===== config.mk =====
export PLATFORM = sky130hd
export DESIGN_NAME = ddic_top
export DESIGN_NICKNAME = d
export VERILOG_FILES = /design/src/ddic_pkg.sv /design/src/ddic_issue_if.sv /design/src/ddic_top.sv /design/src/ddic_issue_check.sv
export SDC_FILE = /design/constraint.sdc
export NUM_CORES = 1
export LEC_CHECK = 0
export BUFFER_PORTS_ARGS = -buffer_cell sky130_fd_sc_hd__buf_4
export CORE_AREA = 3 3 155 157
export CTS_BUF_LIST = sky130_fd_sc_hd__clkbuf_8
export DETAILED_ROUTE_END_ITERATION = 12
export DIE_AREA = 0 0 158 160
export GPL_TIMING_DRIVEN = 1
export PLACE_DENSITY = 0.88
export SLEW_MARGIN = 25
export SYNTH_ARGS = -nofsm -noshare
export SYNTH_HDL_FRONTEND = slang
export SYNTH_SLANG_ARGS = --single-unit

===== constraint.sdc =====
create_clock -name i_clk -period 22.2 [get_ports i_clk]
set_input_delay 0 -clock i_clk [delete_from_list [all_inputs] [get_ports i_clk]]
set_output_delay 0 -clock i_clk [all_outputs]
set_load 0.005 [all_outputs]

===== src/ddic_pkg.sv =====
// ddic_pkg: constants and types for the dual decode / in-order issue control block
// assumes one core clock; instruction attributes arrive predecoded from fetch buffers

package ddic_pkg;
	localparam int unsigned MAX_DIRECT_LEN = 8;
	localparam int unsigned MAX_PREFIXES = 3;
	localparam int unsigned WIN_CYCLES = 7;
	localparam int unsigned WIN_BYTES = 48;
	localparam int unsigned LINE_BYTES = 16;
	localparam int unsigned UCODE_DELAY = 2;
	localparam int unsigned FLAG_OTHER_DELAY = 2;
	localparam int unsigned LONG_LAT_CYCLES = 4;
	localparam int unsigned ADDR_W = 32;
	localparam int unsigned LEN_W = 4;
	localparam int unsigned PFX_W = 3;
	localparam int unsigned REG_W = 4;
	localparam int unsigned WSUM_W = 7;
	localparam int unsigned BP_IDX_W = 6;

	typedef struct packed {
		logic valid;
		logic [ADDR_W-1:0] addr;
		logic [LEN_W-1:0] len;
		logic [PFX_W-1:0] prefixes;
		logic complex_op;
		logic jump;
		logic cond_jump;
		logic legacy_float_stack_instruction;
		logic flag_write;
		logic flag_read_carry;
		logic flag_read_other;
		logic long_lat;
		logic expensive;
		logic dst_valid;
		logic [REG_W-1:0] dst;
	} ddic_inst_t;

	typedef enum logic [1:0] {
		DDIC_RUN = 2'b00,
		DDIC_UCODE = 2'b01,
		DDIC_HOLD = 2'b10
	} ddic_state_t;
endpackage : ddic_pkg


===== src/ddic_issue_if.sv =====
// ddic_issue_if: issue hazard inputs and decisions between decode and issue check
// assumes both ends on the same core clock
`timescale 1ns/1ps

interface ddic_issue_if;
	ddic_pkg::ddic_inst_t slot0;
	ddic_pkg::ddic_inst_t slot1;
	logic thread;
	logic queue_oldest;
	logic issue0;
	logic issue1;

	modport decode(output slot0, output slot1, output thread, output queue_oldest,
		input issue0, input issue1);
	modport check(input slot0, input slot1, input thread, input queue_oldest,
		output issue0, output issue1);
endinterface : ddic_issue_if


===== src/ddic_top.sv =====
// ddic_top: decode pairing, front-end stalls, issue control and front-end events
// assumes fetch presents two predecoded instructions per thread, slot0 older than slot1
`timescale 1ns/1ps

module ddic_top (
	input wire logic i_clk,
	input wire logic i_resetn,
	input ddic_pkg::ddic_inst_t i_t0_slot0,
	input ddic_pkg::ddic_inst_t i_t0_slot1,
	input ddic_pkg::ddic_inst_t i_t1_slot0,
	input ddic_pkg::ddic_inst_t i_t1_slot1,
	input wire logic [1:0] i_queue_oldest,
	input wire logic i_bp_lookup,
	input wire logic [ddic_pkg::ADDR_W-1:0] i_bp_pc,
	input wire logic i_bp_update,
	input wire logic [ddic_pkg::ADDR_W-1:0] i_bp_upd_pc,
	input wire logic i_bp_taken,
	input wire logic i_front_end_branch_clear,
	input wire logic i_icache_miss,
	input wire logic i_branch_mispredict_retired,
	input wire logic [1:0] i_retire_count,
	output logic o_thread,
	output logic [1:0] o_consume,
	output logic o_issue0,
	output logic o_issue1,
	output logic o_issue0_port,
	output logic o_bp_predict_taken,
	output logic o_microcoded_decode_event,
	output logic [1:0] o_direct_decode_event,
	output logic o_decode_stall_event,
	output logic o_front_end_branch_clear_event,
	output logic o_instruction_cache_miss_event,
	output logic o_branch_type_mispredict_event,
	output logic [1:0] o_retire_count
);
	// ----------------------------------------
	// thread select
	// ----------------------------------------
	logic thr_q;
	ddic_pkg::ddic_state_t st_q;
	ddic_pkg::ddic_state_t st_d;
	logic [1:0] dly_q;
	logic [1:0] dly_d;
	wire t0_rdy = i_t0_slot0.valid;
	wire t1_rdy = i_t1_slot0.valid;
	ddic_pkg::ddic_inst_t s0;
	ddic_pkg::ddic_inst_t s1;
	assign s0 = thr_q ? i_t1_slot0 : i_t0_slot0;
	assign s1 = thr_q ? i_t1_slot1 : i_t0_slot1;

	// ----------------------------------------
	// decode pairing
	// ----------------------------------------
	wire ucode0 = s0.complex_op || s0.len > 4'(ddic_pkg::MAX_DIRECT_LEN)
		|| s0.prefixes > 3'(ddic_pkg::MAX_PREFIXES);
	wire ucode1 = s1.complex_op || s1.len > 4'(ddic_pkg::MAX_DIRECT_LEN)
		|| s1.prefixes > 3'(ddic_pkg::MAX_PREFIXES);
	wire [ddic_pkg::ADDR_W-1:0] pair_end = s0.addr + ddic_pkg::ADDR_W'(s0.len)
		+ ddic_pkg::ADDR_W'(s1.len) - ddic_pkg::ADDR_W'(1);
	wire cross16 = s0.valid && s1.valid &&
		(s0.addr[ddic_pkg::ADDR_W-1:4] != pair_end[ddic_pkg::ADDR_W-1:4]);
	// second slot drops at a jump, a second float stack op, or any microcode need
	wire pair_ok = s1.valid && !ucode0 && !ucode1 && !s0.jump
		&& !(s0.legacy_float_stack_instruction && s1.legacy_float_stack_instruction);
	wire [5:0] bytes_now = 6'(s0.len) + (pair_ok ? 6'(s1.len) : 6'h0);

	// ----------------------------------------
	// 7-cycle byte window
	// ----------------------------------------
	logic [4:0] win_q [ddic_pkg::WIN_CYCLES-1];
	logic [ddic_pkg::WSUM_W-1:0] win_sum;
	always_comb begin
		win_sum = '0;
		for (int k = 0; k < int'(ddic_pkg::WIN_CYCLES) - 1; k++) begin
			win_sum = win_sum + ddic_pkg::WSUM_W'(win_q[k]);
		end
	end
	wire win_stall = s0.valid &&
		(win_sum + ddic_pkg::WSUM_W'(bytes_now) > ddic_pkg::WSUM_W'(ddic_pkg::WIN_BYTES));

	// ----------------------------------------
	// front-end sequencer
	// ----------------------------------------
	wire run = st_q == ddic_pkg::DDIC_RUN;
	wire go_ucode = run && s0.valid && ucode0 && !win_stall;
	wire go_hold = run && pair_ok && cross16 && !win_stall;
	wire dec_fire = run && s0.valid && !ucode0 && !win_stall && !(pair_ok && cross16);
	always_comb begin
		st_d = st_q;
		dly_d = dly_q;
		case (st_q)
			ddic_pkg::DDIC_RUN: begin
				if (go_ucode) begin
					st_d = ddic_pkg::DDIC_UCODE;
					dly_d = 2'(ddic_pkg::UCODE_DELAY - 1);
				end else if (go_hold) begin
					st_d = ddic_pkg::DDIC_HOLD;
				end
			end
			ddic_pkg::DDIC_UCODE: begin
				if (dly_q == 2'h0) begin
					st_d = ddic_pkg::DDIC_RUN;
				end else begin
					dly_d = dly_q - 2'h1;
				end
			end
			ddic_pkg::DDIC_HOLD: begin
				st_d = ddic_pkg::DDIC_RUN;
			end
			default: begin
				st_d = ddic_pkg::DDIC_RUN;
			end
		endcase
	end
	wire ucode_done = st_q == ddic_pkg::DDIC_UCODE && dly_q == 2'h0;
	wire hold_done = st_q == ddic_pkg::DDIC_HOLD;
	// fairness: alternate when both ready; keep the thread while its microcode or hold runs,
	// otherwise the delayed issue would pick up the other thread's slot
	wire thr_next = (st_q != ddic_pkg::DDIC_RUN || go_ucode || go_hold) ? thr_q :
		(t0_rdy && t1_rdy) ? !thr_q : t1_rdy;

	// ----------------------------------------
	// issue check
	// ----------------------------------------
	ddic_issue_if iss ();
	ddic_pkg::ddic_inst_t gate0;
	ddic_pkg::ddic_inst_t gate1;
	// slots reach the hazard check only when the front end delivers them, so producer
	// tracking never counts an instruction that was not really issued
	always_comb begin
		gate0 = s0;
		gate0.valid = s0.valid && (dec_fire || ucode_done || hold_done);
		gate1 = s1;
		gate1.valid = s1.valid && pair_ok && (dec_fire || hold_done);
	end
	assign iss.slot0 = gate0;
	assign iss.slot1 = gate1;
	assign iss.thread = thr_q;
	assign iss.queue_oldest = i_queue_oldest[thr_q];
	ddic_issue_check u_check (
		.i_clk(i_clk),
		.i_resetn(i_resetn),
		.bus(iss.check)
	);
	// decode pair consumed only where both front end and issue accept it
	wire fe_go = dec_fire || ucode_done || hold_done;
	wire take0 = fe_go && iss.issue0;
	wire take1 = take0 && iss.issue1 && (dec_fire || hold_done);
	wire [5:0] bytes_take = 6'(s0.len) + (take1 ? 6'(s1.len) : 6'h0);
	wire stall_ev = run && s0.valid && (win_stall || (s1.valid && !pair_ok) || cross16);

	// ----------------------------------------
	// shared branch predictor
	// ----------------------------------------
	logic [1:0] bp_q [2**ddic_pkg::BP_IDX_W];
	wire [ddic_pkg::BP_IDX_W-1:0] bp_ri = i_bp_pc[ddic_pkg::BP_IDX_W-1:0];
	wire [ddic_pkg::BP_IDX_W-1:0] bp_wi = i_bp_upd_pc[ddic_pkg::BP_IDX_W-1:0];
	wire [1:0] bp_cur = bp_q[bp_wi];
	// one table for every branch kind, so kinds alias freely by address bits
	wire [1:0] bp_nxt = i_bp_taken ? (bp_cur == 2'h3 ? bp_cur : bp_cur + 2'h1) :
		(bp_cur == 2'h0 ? bp_cur : bp_cur - 2'h1);
	genvar e;
	generate
		for (e = 0; e < 2**ddic_pkg::BP_IDX_W; e++) begin : g_bp
			always_ff @(posedge i_clk or negedge i_resetn) begin
				if (!i_resetn) begin
					bp_q[e] <= 2'h1;
				end else if (i_bp_update && bp_wi == ddic_pkg::BP_IDX_W'(e)) begin
					bp_q[e] <= bp_nxt;
				end
			end
		end
	endgenerate

	// ----------------------------------------
	// registers
	// ----------------------------------------
	logic port_q;
	always_ff @(posedge i_clk or negedge i_resetn) begin
		if (!i_resetn) begin
			st_q <= ddic_pkg::DDIC_RUN;
			dly_q <= 2'h0;
			thr_q <= 1'b0;
			port_q <= 1'b0;
			for (int k = 0; k < int'(ddic_pkg::WIN_CYCLES) - 1; k++) begin
				win_q[k] <= 5'h0;
			end
		end else begin
			st_q <= st_d;
			dly_q <= dly_d;
			thr_q <= thr_next;
			port_q <= port_q ^ take1;
			win_q[0] <= take0 ? 5'(bytes_take) : 5'h0;
			for (int k = 1; k < int'(ddic_pkg::WIN_CYCLES) - 1; k++) begin
				win_q[k] <= win_q[k-1];
			end
		end
	end

	always_ff @(posedge i_clk or negedge i_resetn) begin
		if (!i_resetn) begin
			o_thread <= 1'b0;
			o_consume <= 2'h0;
			o_issue0 <= 1'b0;
			o_issue1 <= 1'b0;
			o_issue0_port <= 1'b0;
			o_bp_predict_taken <= 1'b0;
			o_microcoded_decode_event <= 1'b0;
			o_direct_decode_event <= 2'h0;
			o_decode_stall_event <= 1'b0;
			o_front_end_branch_clear_event <= 1'b0;
			o_instruction_cache_miss_event <= 1'b0;
			o_branch_type_mispredict_event <= 1'b0;
			o_retire_count <= 2'h0;
		end else begin
			o_thread <= thr_q;
			o_consume <= {take1, take0};
			o_issue0 <= take0;
			o_issue1 <= take1;
			o_issue0_port <= port_q;
			o_bp_predict_taken <= i_bp_lookup && bp_q[bp_ri][1];
			o_microcoded_decode_event <= go_ucode;
			o_direct_decode_event <= {take1, take0 && !ucode_done};
			o_decode_stall_event <= stall_ev;
			o_front_end_branch_clear_event <= i_front_end_branch_clear;
			o_instruction_cache_miss_event <= i_icache_miss;
			o_branch_type_mispredict_event <= i_branch_mispredict_retired;
			o_retire_count <= (i_retire_count > 2'h2) ? 2'h2 : i_retire_count;
		end
	end

	// ----------------------------------------
	// checks
	// ----------------------------------------
	property p_jump_last;
		@(posedge i_clk) disable iff (!i_resetn)
		(take1) |-> !s0.jump;
	endproperty
	a_jump_last: assert property (p_jump_last) else $error("instruction decoded after jump");

	property p_one_float;
		@(posedge i_clk) disable iff (!i_resetn)
		take1 |-> !(s0.legacy_float_stack_instruction && s1.legacy_float_stack_instruction);
	endproperty
	a_one_float: assert property (p_one_float) else $error("two float stack ops in one cycle");

	property p_ucode_delay;
		@(posedge i_clk) disable iff (!i_resetn)
		go_ucode |=> st_q == ddic_pkg::DDIC_UCODE ##1 st_q == ddic_pkg::DDIC_UCODE ##1 run;
	endproperty
	a_ucode_delay: assert property (p_ucode_delay) else $error("microcode delay not two cycles");

	property p_ucode_slot0;
		@(posedge i_clk) disable iff (!i_resetn)
		(st_q == ddic_pkg::DDIC_UCODE) |-> !take1;
	endproperty
	a_ucode_slot0: assert property (p_ucode_slot0) else $error("slot 1 paired with microcode");

	property p_cross_hold;
		@(posedge i_clk) disable iff (!i_resetn)
		go_hold |=> hold_done && !dec_fire;
	endproperty
	a_cross_hold: assert property (p_cross_hold) else $error("16 byte crossing not held");

	property p_window;
		@(posedge i_clk) disable iff (!i_resetn)
		take0 |-> win_sum + ddic_pkg::WSUM_W'(bytes_take) <=
			ddic_pkg::WSUM_W'(ddic_pkg::WIN_BYTES);
	endproperty
	a_window: assert property (p_window) else $error("byte window exceeded");
endmodule : ddic_top


===== src/ddic_issue_check.sv =====
// ddic_issue_check: same-cycle issue hazards for a decoded pair
// assumes slot0 is older than slot1 and both belong to the selected thread
`timescale 1ns/1ps

module ddic_issue_check (
	input wire logic i_clk,
	input wire logic i_resetn,
	ddic_issue_if.check bus
);
	// ----------------------------------------
	// producer tracking
	// ----------------------------------------
	logic [1:0] flag_age_q;
	logic [1:0] flag_age_d;
	logic [2:0] long_cnt_q [2];
	logic [2:0] long_cnt_d [2];
	logic long_both_q;
	wire flag_new = (bus.issue0 && bus.slot0.flag_write) || (bus.issue1 && bus.slot1.flag_write);
	wire long_new = (bus.issue0 && bus.slot0.long_lat) || (bus.issue1 && bus.slot1.long_lat);

	// age counts cycles since the last flag producer issued; 0 means none pending
	assign flag_age_d = flag_new ? 2'h1 :
		(flag_age_q != 2'h0 && flag_age_q < 2'(ddic_pkg::FLAG_OTHER_DELAY)) ? flag_age_q + 2'h1 : 2'h0;

	genvar t;
	generate
		for (t = 0; t < 2; t++) begin : g_thr
			assign long_cnt_d[t] = (long_new && bus.thread == 1'(t)) ?
				3'(ddic_pkg::LONG_LAT_CYCLES) :
				(long_cnt_q[t] != 3'h0 ? long_cnt_q[t] - 3'h1 : 3'h0);
			always_ff @(posedge i_clk or negedge i_resetn) begin
				if (!i_resetn) begin
					long_cnt_q[t] <= 3'h0;
				end else begin
					long_cnt_q[t] <= long_cnt_d[t];
				end
			end
		end
	endgenerate

	always_ff @(posedge i_clk or negedge i_resetn) begin
		if (!i_resetn) begin
			flag_age_q <= 2'h0;
			long_both_q <= 1'b0;
		end else begin
			flag_age_q <= flag_age_d;
			long_both_q <= long_new;
		end
	end

	// ----------------------------------------
	// slot hazards
	// ----------------------------------------
	wire thr_long = long_cnt_q[bus.thread] != 3'h0;
	// carry readers and conditional jumps go one cycle after the writer; others wait two
	function automatic logic flag_block(input ddic_pkg::ddic_inst_t i, input logic [1:0] age);
		flag_block = i.flag_read_other && age == 2'h1;
	endfunction
	function automatic logic blocked(input ddic_pkg::ddic_inst_t i, input logic tl,
		input logic lb, input logic [1:0] age);
		blocked = (flag_block(i, age)) || (!i.long_lat && (tl || lb));
	endfunction

	wire b0 = !bus.slot0.valid || blocked(bus.slot0, thr_long, long_both_q, flag_age_q)
		|| (bus.slot0.expensive && !bus.queue_oldest);
	wire pair_flag = bus.slot0.flag_write &&
		(bus.slot1.flag_read_carry || bus.slot1.flag_read_other || bus.slot1.cond_jump);
	wire pair_dst = bus.slot0.dst_valid && bus.slot1.dst_valid &&
		bus.slot0.dst == bus.slot1.dst;
	wire pair_long = bus.slot0.long_lat && !bus.slot1.long_lat;
	wire b1 = !bus.slot1.valid || b0 || pair_flag || pair_dst || pair_long
		|| bus.slot1.expensive || blocked(bus.slot1, thr_long, long_both_q, flag_age_q);

	assign bus.issue0 = !b0;
	assign bus.issue1 = !b1;

	// ----------------------------------------
	// checks
	// ----------------------------------------
	property p_flag_pair;
		@(posedge i_clk) disable iff (!i_resetn)
		(bus.issue0 && bus.slot0.flag_write && bus.slot1.flag_read_carry) |-> !bus.issue1;
	endproperty
	a_flag_pair: assert property (p_flag_pair) else $error("flag reader issued with writer");

	property p_dst_pair;
		@(posedge i_clk) disable iff (!i_resetn)
		(bus.issue1 && bus.slot0.dst_valid && bus.slot1.dst_valid) |-> bus.slot0.dst != bus.slot1.dst;
	endproperty
	a_dst_pair: assert property (p_dst_pair) else $error("common destination issued together");

	property p_other_flag;
		@(posedge i_clk) disable iff (!i_resetn)
		flag_new |=> !(bus.issue0 && bus.slot0.flag_read_other);
	endproperty
	a_other_flag: assert property (p_other_flag) else $error("other-flag reader too early");

	property p_long_both;
		@(posedge i_clk) disable iff (!i_resetn)
		long_new |=> !(bus.issue0 && !bus.slot0.long_lat);
	endproperty
	a_long_both: assert property (p_long_both) else $error("short op issued after long op");

	property p_expensive;
		@(posedge i_clk) disable iff (!i_resetn)
		(bus.issue0 && bus.slot0.expensive) |-> bus.queue_oldest;
	endproperty
	a_expensive: assert property (p_expensive) else $error("expensive op issued while not oldest");
endmodule : ddic_issue_check


-- Word level (Yosys, flattened, before mapping)
Cells that the tools add are included.
Widths: inputs -> output; s select.
- flip-flop bits (word level): 189
- output and inout bits: 16
- word-level logic and storage cells: 395
- add/subtract/negate cells: 17
- $lt $le $gt $ge: 11
- eq/ne operators: 73
- multiplexer cells: 34
- bitwise operators: 5
- reduce and logical (&&, ||, !) cells: 164
- operators with widths (operator ; number):
    $eq 6x6->1 const B ; 32
    $logic_and 1x1->1 ; 110
    $mux 54 ; 2
    $eq 6x5->1 const B ; 16
    $add 32x4->32 ; 2
    $eq 6x4->1 const B ; 8
    $sub 32x1->32 const B ; 1
    $mux 2 ; 15
    $add 7x5->7 ; 4
    $ne 28x28->1 ; 1
    $logic_or 1x1->1 ; 26
    $bmux 2 s6 ; 2
    $eq 6x3->1 const B ; 4
    $mux 3 ; 7
    $logic_not 1->1 ; 16
    $ge 7x7->1 const B ; 2
    $not 6->7 ; 2
    $eq 6x2->1 const B ; 2
    $add 4x4->5 ; 2
    $reduce_bool 3->1 ; 3
    $gt 4x4->1 const B ; 2
    $mux 4 ; 2
    $pmux 2 s2 ; 2
    $add 6x5->7 ; 1
    27 further kinds ; 40

-- Longest topological paths before layout
Gate-level depths: netlist of the first run.
- word-level depth: 35
- gate-level depth with buffers: 33
- gate-level depth less buffers: 29

-- By module
A second synthesis of the first run with hierarchy kept.
- cell total of the unflattened synthesis: 1338
- area, all modules: 14650.3 um^2
- by module, submodules not included (module ; times used ; cells an instance ; area an instance (um^2) ; sequential area each (um^2)):
    ddic_top ; 1 ; 1275 ; 14017.2 ; 4509.3
    ddic_issue_check ; 1 ; 63 ; 633.1 ; 225.2

-- Least setup slack after synthesis of the first run
No wires, ideal clock.
- path kind: reg2reg
- from: register thr_q, in the netlist iss.thread
- to: register win_q[29] (netlist name)
- library setup time: 80 ps
- data arrival time: 7356 ps
- path slack: 14763 ps
- cell stages (with the launch flop): 29
- period minus slack after synthesis: 7437 ps
- path through: dfrtp_1 > buf_4 > buf_4 > buf_4 > buf_2 > mux2_2 > o31a_1 > a2111oi_0 > nand2_1 > fa_1 > fa_1 > fa_1 > inv_1 > ha_1 > inv_1 > fa_1 > or4b_2 > a31oi_1 > nand2_1 > o31a_1 > and4bb_1 > buf_4 > and2_1 > ha_1 > inv_1 > fa_1 > nor2b_1 > o21ai_0 > a21oi_1
- longest elaborated chain between the ends: 35
- RTL lines (item ; RTL line ; text):
    start, declared ; ddic_top.sv:39 ; logic thr_q;
    start signal, assigned ; ddic_top.sv:191 ; thr_q <= thr_next;
    parallel branches: the longest is 31 deep, another holds $add 32x4->32 ; - ;
    $logic_and 1x1->1 (*) ; ddic_top.sv:148 ; wire take1 = take0 && iss.issue1 && (dec_fire || hold_done);
    via take1 ; ddic_top.sv:148 ;
    $mux 4 (*) ; ddic_top.sv:149 ; wire [5:0] bytes_take = 6'(s0.len) + (take1 ? 6'(s1.len) : 6'h0);
    $add 4x4->5 (*) ; ddic_top.sv:149 ;
    $mux 5 (*) ; ddic_top.sv:193 ; win_q[0] <= take0 ? 5'(bytes_take) : 5'h0;
    end signal, assigned by index ; ddic_top.sv:195 ; win_q[k] <= win_q[k-1];
    end, declared ; ddic_top.sv:70 ; logic [4:0] win_q [ddic_pkg::WIN_CYCLES-1];
Mark *: on every way through the listed nets, which the timed path passes. The select of a mux whose other input is x is not followed.
A chain may end at the register's enable or synchronous reset.

-- Worst setup path after layout of the first run
- from: register thr_q, in the netlist iss.thread
- to: register win_q[29] (netlist name)
- longest elaborated chain between the ends: 35
- RTL lines (item ; RTL line):
    parallel branches: the longest is 34 deep, another holds $add 32x4->32 ; -
    $mux 5 (*) ; ddic_top.sv:193
Every way passes the cells marked *. The select of a mux whose other input is x is not followed.

==> results.env, run 1 <==
RUN_STATUS='completed'
TIMING.HOLD.WORST_ENDPOINT='u_check.long_cnt_q[5]'
WORST-PATH-MAX-FANOUT=54
DRC_VIOLATION_COUNT_AFTER_ROUTING=0
LAYOUT.CELLS.MOST_COMMON_LIST='buf_4, mux2_2, dfrtp_1, nand2_1, inv_1'
INITIAL_ANTENNA_VIOLATION_COUNT=0
DPL.HPWL_MM=24.79
GRT_UTIL_ALL_LAYERS=0.2664
DRIVE_ABOVE_1_SHARE=0.3719
TOTALNEGATIVESETUPSLACK_PS=0
NUMPORTBUFFERS=175
INSERTION_DELAY_OF_THE_LATER_CLOCKED_PIN_IN_THE_WORST_SKEW_PAIR_PS=470
TIMING_MAX_TRANSITION_VIOLATIONS_FINAL=0
IO_PINS=308
POWER.STATIC_LEAKAGE_nW=7.101
CLOCK_TREE_FROM_TRITONCTS='built'
FINISH.INSTANCE_AREA_UM2=15260
FLOORPLAN.DIE_AREA_UM2=25280
TIMING.CRITICAL_PATH.SLOWEST_STAGE_CELL='buf_4'
FINISH.NET_COUNT=1726
CHIPWIDTH_UM=158
SYN_AREA_UM2=13190
ASYNCSETRESETFLOPFRACSYNTH=1.000
PLACEMENT.CELL_AREA_UM2=14640
DETAIL_ROUTE.WIRELENGTH_MM=33.02
PIN_COUNT_OF_THE_BIGGEST_NET_ENTERING_GLOBAL_ROUTING=109
WORST_HOLD_STARTPOINT='i_t0_slot0[6]'
SLEW_HEADROOM=0.2538
SLEW_WORST_PIN_PS=1111
GRT_PASS1_VIAS=10710
CP.ARRIVAL_PS=8860
FINALCRITPERIODSHARE=0.3820
DRT_ITER0_MARKERS=801
CTS_BUFFERS=17
CTS_ROOT_BUF='clkbuf_8'
HOLDPATHSTAGES=4
GRT_SETUP_UNREPAIRED='no'
POWER.DENSITY_CELL_AREA_nW_PER_UM2=102.7
CRIT_PATH_START_KIND='flop'
SYNTH_CELL_TYPE_COUNT=76
GLOBALROUTEOVERFLOWTOTAL=0
FINALCLOCKSKEW_PS=21.01
CTSHTREEMAXLEVEL=4
CRIT_TOP_CELL='fa_1'
YOSYS_WARNINGS=0
ANT_NETS_AFTER_ROUTE=0
SETUP_VIOLATIONS=0
DETAILROUTE.VIA_COUNT=10040
YOSYS_MOST_USED_DFF='dfrtp_1'
WORST_PATH_LARGEST_CELL_DELAY_PS=630
GP_ROUTABILITY_CONGESTION=0.9196
CRITPATHKIND='reg2reg'
STD_CELL_ROWS=55
LAYOUT-AREA-OVERHEAD-VS-SYNTH_PCT=15.68
DETAIL_ROUTE.VIAS_PER_CELL=6.183
SYN_AVG_CELL_AREA_UM2=11.30
LAYOUT.CELLS.MOST_COMMON='buf_4'
DIODES=0
FIRST_PASS_ITERS=5
CTS-ROOT-TO-SINK-BUFFERS=2
SYN-INSTANCE-COUNT=1168
WORST_R2R_STARTPOINT='iss.thread'
INITIAL_UTIL=0.5828
CLOCK_SINKS=186
SYNTH_EDF_COUNT=0
HOLD_PATH.CLASS='in2reg'
CRITICAL_PATH_REQUIRED_PS=22580
SYNTH_SEQ_AREA_SHARE=0.3588
DIE_HEIGHT_UM=160
REG2REG_SETUP_SLACK_PS=13720
TIMING_HOLD_VIOLATIONS_FINAL=0
WORST_REG_TO_REG_CELLS=25
FINALWORSTPATHREQUIREDPERIOD_PS=8481
R2R_END='win_q[29]'
CAP_VIOLATIONS=0
CORE_UM2=22640
SYNTHESIS.NETS=1568
MAX_FREQ_GHz=0.1179
PATH_CLK_SLEW_PS=110
PEAKVDDDROP_mV=0.1048
CRITICAL_PATH.ENDPOINT_TYPE='flop'
POST_CTS.REPAIR.SETUP_BUFFERS=0
GRT_PASS1_WL_MM=53.65
WIRE_PER_INST_UM=20.33
N_FILL_CELL=1599
SYNTH.FF_LATCH_COUNT=186
-- stage by stage --
| stage | std cells | utilization | hold slack, ps | setup WS (ps) | total power, W |
|---|---|---|---|---|---|
| finish | 1624 | 0.6741 | 24.38 | 13720 | 0.001568 |
| global route | 1624 | 0.6741 | 34.56 | 13380 | 0.001686 |
| CTS | 1622 | 0.6723 | 0.1369 | 13800 | 0.001556 |
| detailed placement | 1570 | 0.6466 | 110.7 | 13910 | 0.001323 |
| global placement | 1570 | 0.6466 | 109.8 | 14090 | 0.001294 |
| floorplan | 1168 | - | -295.6 | 14760 | 0.001103 |
-- critical path: cells and delay by family (launching register included) --
kind / cells / cell delay, ps
fa+ha+maj: 7 / 2630
compound gates: 6 / 1790
buf+inv: 5 / 1030
simple gates: 7 / 2330
flops: 1 / 560
-- cell usage after synthesis (5+ instances only) --
master | n | area, µm²
nor2_1 | 64 | 240.2
a21oi_1 | 39 | 195.2
xor2_1 | 15 | 131.4
buf_1 | 7 | 26.28
o21ai_0 | 22 | 110.1
and2_1 | 7 | 43.79
a21o_1 | 14 | 105.1
and4_1 | 6 | 52.55
or3_1 | 5 | 31.28
nand2_1 | 92 | 345.3
nand3_1 | 10 | 50.05
nand2b_1 | 9 | 56.30
fa_1 | 31 | 620.6
a211oi_1 | 6 | 45.04
mux2_2 | 135 | 1520
dfstp_2 | 64 | 1682
nand4_1 | 20 | 125.1
or2_2 | 8 | 50.05
ha_1 | 77 | 963.4
and3_1 | 9 | 56.30
nor3_1 | 18 | 90.09
a31oi_1 | 7 | 43.79
mux4_2 | 63 | 1419
nor2b_1 | 9 | 56.30
o21a_1 | 9 | 67.56
inv_1 | 81 | 304.0
mux2i_1 | 40 | 400.4
nor3b_1 | 5 | 37.54
dfrtp_1 | 122 | 3053
xnor2_1 | 36 | 315.3
buf_4 | 7 | 52.55
clkbuf_1 | 47 | 176.4
-- layout make-up --
class	count	area (µm²)	area share
repair buffers	204	1612	0.1056
inverters	81	304.0	0.01992
well taps	285	356.6	0.02336
flip-flops and latches	186	4736	0.3103
clock buffers	17	234.0	0.01533
multi-input cells	836	7874	0.5159
clock inverters	15	146.4	0.009592
-- cell families (layout without fill, tap and decap cells) --
kind of cell             Yosys count  count (layout)  synth area share
AO/OA/AOI/OAI                    149             149           0.07767
XOR/XNOR                          52              52           0.03509
adder cells (fa/ha/maj)          110             110            0.1216
buffers and inverters            146             317           0.04438
flip-flops                       186             186            0.3588
multiplexers                     239             239            0.2541
AND/OR/NAND/NOR                  286             286            0.1083
-- per-layer routing --
layer / up-vias / wire length, µm / GRT usage
li1: 4541 / - / -
met1: 4973 / 12800 / 0.3383
met2: 454 / 16850 / 0.4559
met3: 74 / 2224 / 0.04634
met4: 0 / 1139 / 0.09894
met5: - / 0 / 0
-- flip-flops by register name, summed over array words and instances (netlist names), 2 cells and up --
register            count
u_check.flag_age_q      2
o_consume               2
dly_q                   2
win_q                  30
bp_q                  128
u_check.long_cnt_q      6
st_q                    2
o_retire_count          2
-- worst max-delay path by stage --
stage | startpoint | endpoint | slack [ps]
after floorplan | iss.thread | win_q[29] | 14760
after global placement | iss.thread | win_q[29] | 14090
after detailed placement | iss.thread | win_q[29] | 13910
after CTS | iss.thread | win_q[29] | 13800
after global routing | iss.thread | win_q[29] | 13380
final | iss.thread | win_q[29] | 13720
-- timing repair --
action	CTS	global route
gates resized for setup	0	0
hold buffers	20	1
hold endpoints to repair	69	12
-- where the power goes --
part | switching, W | internal, W | leakage (nW)
clock network | 0.000140 | 0.0000842 | 0.198
logic | 0.000537 | 0.000391 | 4.56
registers | 0.0000274 | 0.000388 | 2.34
total | 0.000704 | 0.000864 | 7.10
(Power assumes the default switching activity.)
==> inputs of run 2 (changes only) <==
--- a/config.mk
+++ b/config.mk
@@ -5,13 +5,14 @@
 export SDC_FILE = /design/constraint.sdc
 export NUM_CORES = 1
 export LEC_CHECK = 0
+export ABC_AREA = 1
 export BUFFER_PORTS_ARGS = -buffer_cell sky130_fd_sc_hd__buf_4
-export CORE_AREA = 3 3 155 157
+export CORE_AREA = 3 3 159 161
 export CTS_BUF_LIST = sky130_fd_sc_hd__clkbuf_8
 export DETAILED_ROUTE_END_ITERATION = 12
-export DIE_AREA = 0 0 158 160
+export DIE_AREA = 0 0 162 164
 export GPL_TIMING_DRIVEN = 1
-export PLACE_DENSITY = 0.88
+export PLACE_DENSITY = 0.86
 export SLEW_MARGIN = 25
 export SYNTH_ARGS = -nofsm -noshare
 export SYNTH_HDL_FRONTEND = slang
==> constraint.sdc (replaced) <==
create_clock -name i_clk -period 8.4 [get_ports i_clk]
set_input_delay 0 -clock i_clk [delete_from_list [all_inputs] [get_ports i_clk]]
set_output_delay 0 -clock i_clk [all_outputs]
set_load 0.005 [all_outputs]
==> run 2 against run 1 <==
Clock skew rose by 11 ps. Hold slack improved by 33 ps. Setup slack got worse by 12000 ps. Combinational power rose to 3.6 times the previous value. Die area grew 5.1%. Power rose to 3.3 times the previous value. Cell count rose by 42%. Sequential cell count unchanged. Clock-buffer cell count is 1 higher. Sequential power rose to 3.0 times the previous value. Non-clock buffer count down 8. Via count is 31% higher. Largest cell class unchanged.
==> results.env, run 2 <==
RUN_STATUS='completed'
DRIVE_ABOVE_1_SHARE=0.1704
DPL.HPWL_MM=30.11
LARGESTREGISTERS='bp_q: 128 flops, win_q: 30 flops, u_check.long_cnt_q: 6 flops'
POWER.STATIC_LEAKAGE_nW=7.817
CLOCK_TREE_FROM_TRITONCTS='built'
CHIPWIDTH_UM=162
NETLIST.AREA_LEADER.SHARE=0.2250
WORST-PATH-MAX-FANOUT=49
FINAL_WORST_HOLD_SLACK_PS=57.30
SYNTH_CELL_TYPE_COUNT=55
WORST_REG_TO_REG_CELLS=29
TOTALNEGATIVESETUPSLACK_PS=0
CRITPATHTOPFAMILY='adder cells'
TOP_REGISTER='bp_q'
DRC_VIOLATION_COUNT_AFTER_ROUTING=0
TIMING.CRITICAL_PATH.SLOWEST_STAGE_CELL='dfrtp_2'
SLEW_WORST_PIN_PS=1039
MAX_FREQ_GHz=0.1413
FIRST_PASS_ITERS=7
YOSYS_WARNINGS=0
SYN_AVG_CELL_AREA_UM2=7.462
WIRE_PER_INST_UM=17.38
CTS-ROOT-TO-SINK-BUFFERS=2
TOP_LAYER='met4'
GRT_SETUP_UNREPAIRED='no'
GP_ROUTABILITY_CONGESTION=0.9989
SLEW_HEADROOM=0.3068
CTS_BUFFERS=17
POST_CTS_RESIZED=0
DRT_ITER0_MARKERS=1316
FINALCLOCKSKEW_PS=32.09
SYN_AREA_UM2=13570
POWER.DENSITY_CELL_AREA_nW_PER_UM2=333.7
ANT_NETS_AFTER_ROUTE=0
ROUTE.MET3.WL_MM=3.537
WORST_R2R_STARTPOINT='iss.thread'
SYN-INSTANCE-COUNT=1818
DETAILROUTE.VIA_COUNT=13170
HOLD_PATH.CLASS='in2reg'
MAX_FFS_PER_REGISTER=128
PIN_COUNT_OF_THE_BIGGEST_NET_ENTERING_GLOBAL_ROUTING=105
SETUP_VIOLATIONS=0
NETLIST_TOP_CELLS_COUNT='nand2_1, inv_1, nor2_1, a21oi_1, dfrtp_1'
SYNTH_TOP_CELL_BY_AREA='dfrtp_1'
DETAIL_ROUTE.VIAS_PER_CELL=5.690
INITIAL_UTIL=0.5628
CRITICAL_PATH_REQUIRED_PS=8800
WORST_PATH_LARGEST_CELL_DELAY_PS=780
CORE_UM2=24110
TIMING_MAX_TRANSITION_VIOLATIONS_FINAL=0
LAYOUT.CELLS.MOST_COMMON='nand2_1'
FINALCRITPERIODSHARE=0.8425
INITIAL_ANTENNA_VIOLATION_COUNT=0
R2R_END='win_q[29]'
CTSHTREEMAXLEVEL=4
CTS.HOLD.BUFFERS_ADDED=14
POST_CTS.REPAIR.SETUP_BUFFERS=0
GLOBALROUTEOVERFLOWTOTAL=0
CP.ARRIVAL_PS=7480
PATH_CLK_SLEW_PS=120
LAYOUT.CELLS.MOST_COMMON_LIST='nand2_1, inv_1, nor2_1, buf_4, a21oi_1'
WORST_HOLD_STARTPOINT='i_bp_taken'
SYNTH.FF_LATCH_COUNT=186
GRT_UTIL_ALL_LAYERS=0.3023
NUMPORTBUFFERS=175
FINALWORSTPATHREQUIREDPERIOD_PS=7077
DETAIL_ROUTE.WIRELENGTH_MM=40.22
CRITICAL_PATH.ENDPOINT_TYPE='flop'
ASYNCSETRESETFLOPFRACSYNTH=1.000
INSERTION_DELAY_OF_THE_LATER_CLOCKED_PIN_IN_THE_WORST_SKEW_PAIR_PS=480
DIODES=0
SYNTH_SEQ_AREA_SHARE=0.3490
CLOCK_SINKS=186
CRIT_PATH_START_KIND='flop'
FINISH.NET_COUNT=2377
SYNTH_MOST_COMMON_CELL='nand2_1'
YOSYS_MOST_USED_DFF='dfrtp_1'
LAYOUT-AREA-OVERHEAD-VS-SYNTH_PCT=15.31
SYNTHTOPCELLSBYAREA='dfrtp_1, dfstp_2, nand2_1, inv_1, ha_1'
GRT_PASS1_WL_MM=64.67
CRIT_TOP_CELL='fa_1'
CTS_ROOT_BUF='clkbuf_8'
CAP_VIOLATIONS=0
CP.BUFFERS_INVERTERS=5
HOLDPATHSTAGES=5
STD_CELL_ROWS=57
ROUTED-WL-MET2_MM=18.80
WORSTSETUPSTARTPOINT='iss.thread'
TIMING.HOLD.WORST_ENDPOINT='bp_q[115]'
IO_PINS=308
TIMING_HOLD_VIOLATIONS_FINAL=0
PEAKVDDDROP_mV=0.2067
SYNTHESIS.NETS=2218
DRT-MET1-WL_MM=16.62
GRT_PASS1_VIAS=12990
SYNTH_EDF_COUNT=0
DIE_HEIGHT_UM=164
FLOORPLAN.DIE_AREA_UM2=26570
REG2REG_SETUP_SLACK_PS=1320
CRITPATHKIND='reg2reg'
-- run 2: layout make-up --
cell class | count | area [µm²]
clock buffers | 18 | 247.7
clock inverters | 14 | 196.4
fillers | 2069 | 8462
inverters | 285 | 1070
multi-input cells | 1291 | 7472
flip-flops and latches | 186 | 4736
well taps | 324 | 405.4
repair buffers | 196 | 1516
-- run 2: worst max-delay path by stage --
stage                endpoint  cells after the start
floorplan           win_q[29]                     32
global placement    win_q[29]                     29
detailed placement  win_q[29]                     29
CTS                 win_q[29]                     29
global route        win_q[29]                     29
finish              win_q[29]                     29
-- run 2: kinds of logic after synthesis --
kind of cell	after synthesis	synth area share
buffers and inverters	341	0.1006
flip-flops	186	0.3490
AND/OR/NAND/NOR	731	0.2296
multiplexers	7	0.005165
AO/OA/AOI/OAI	411	0.1763
XOR/XNOR	34	0.02250
adder cells (fa/ha/maj)	108	0.1168
-- run 2: worst register-to-register path: cells and delay by family (launching register included) --
kind	cells	cell delay, ps
buffers and inverters	5	780
adder cells (fa/ha/maj)	7	2580
AND/OR/NAND/NOR	10	1530
flip-flops	1	780
AO/OA/AOI/OAI	6	1100
XOR/XNOR	1	210
-- run 2: per-stage QoR --
| stage | cells | total power (W) | area, µm² | util | setup slack (ps) |
|---|---|---|---|---|---|
| after floorplan | 1818 | 0.003725 | 13570 | - | 2627 |
| after global placement | 2268 | 0.004414 | 15050 | 0.6244 | 1599 |
| after detailed placement | 2268 | 0.004515 | 15060 | 0.6246 | 1428 |
| after CTS | 2314 | 0.005190 | 15640 | 0.6488 | 1404 |
| after global routing | 2314 | 0.005726 | 15640 | 0.6490 | 880.5 |
| final | 2314 | 0.005221 | 15640 | 0.6490 | 1323 |
-- run 2: layer usage --
| metal | up-vias | track usage |
|---|---|---|
| met3 | 122 | 0.06053 |
| met5 | - | 0 |
| met4 | 0 | 0.1020 |
| met2 | 649 | 0.4912 |
| met1 | 6139 | 0.4076 |
| li1 | 6256 | - |
-- run 2: power by group --
group | internal, W | total [W] | switching (W)
Sequential | 0.00112 | 0.00125 | 0.000130
Clock | 0.000266 | 0.000646 | 0.000380
Combinational | 0.00124 | 0.00333 | 0.00209
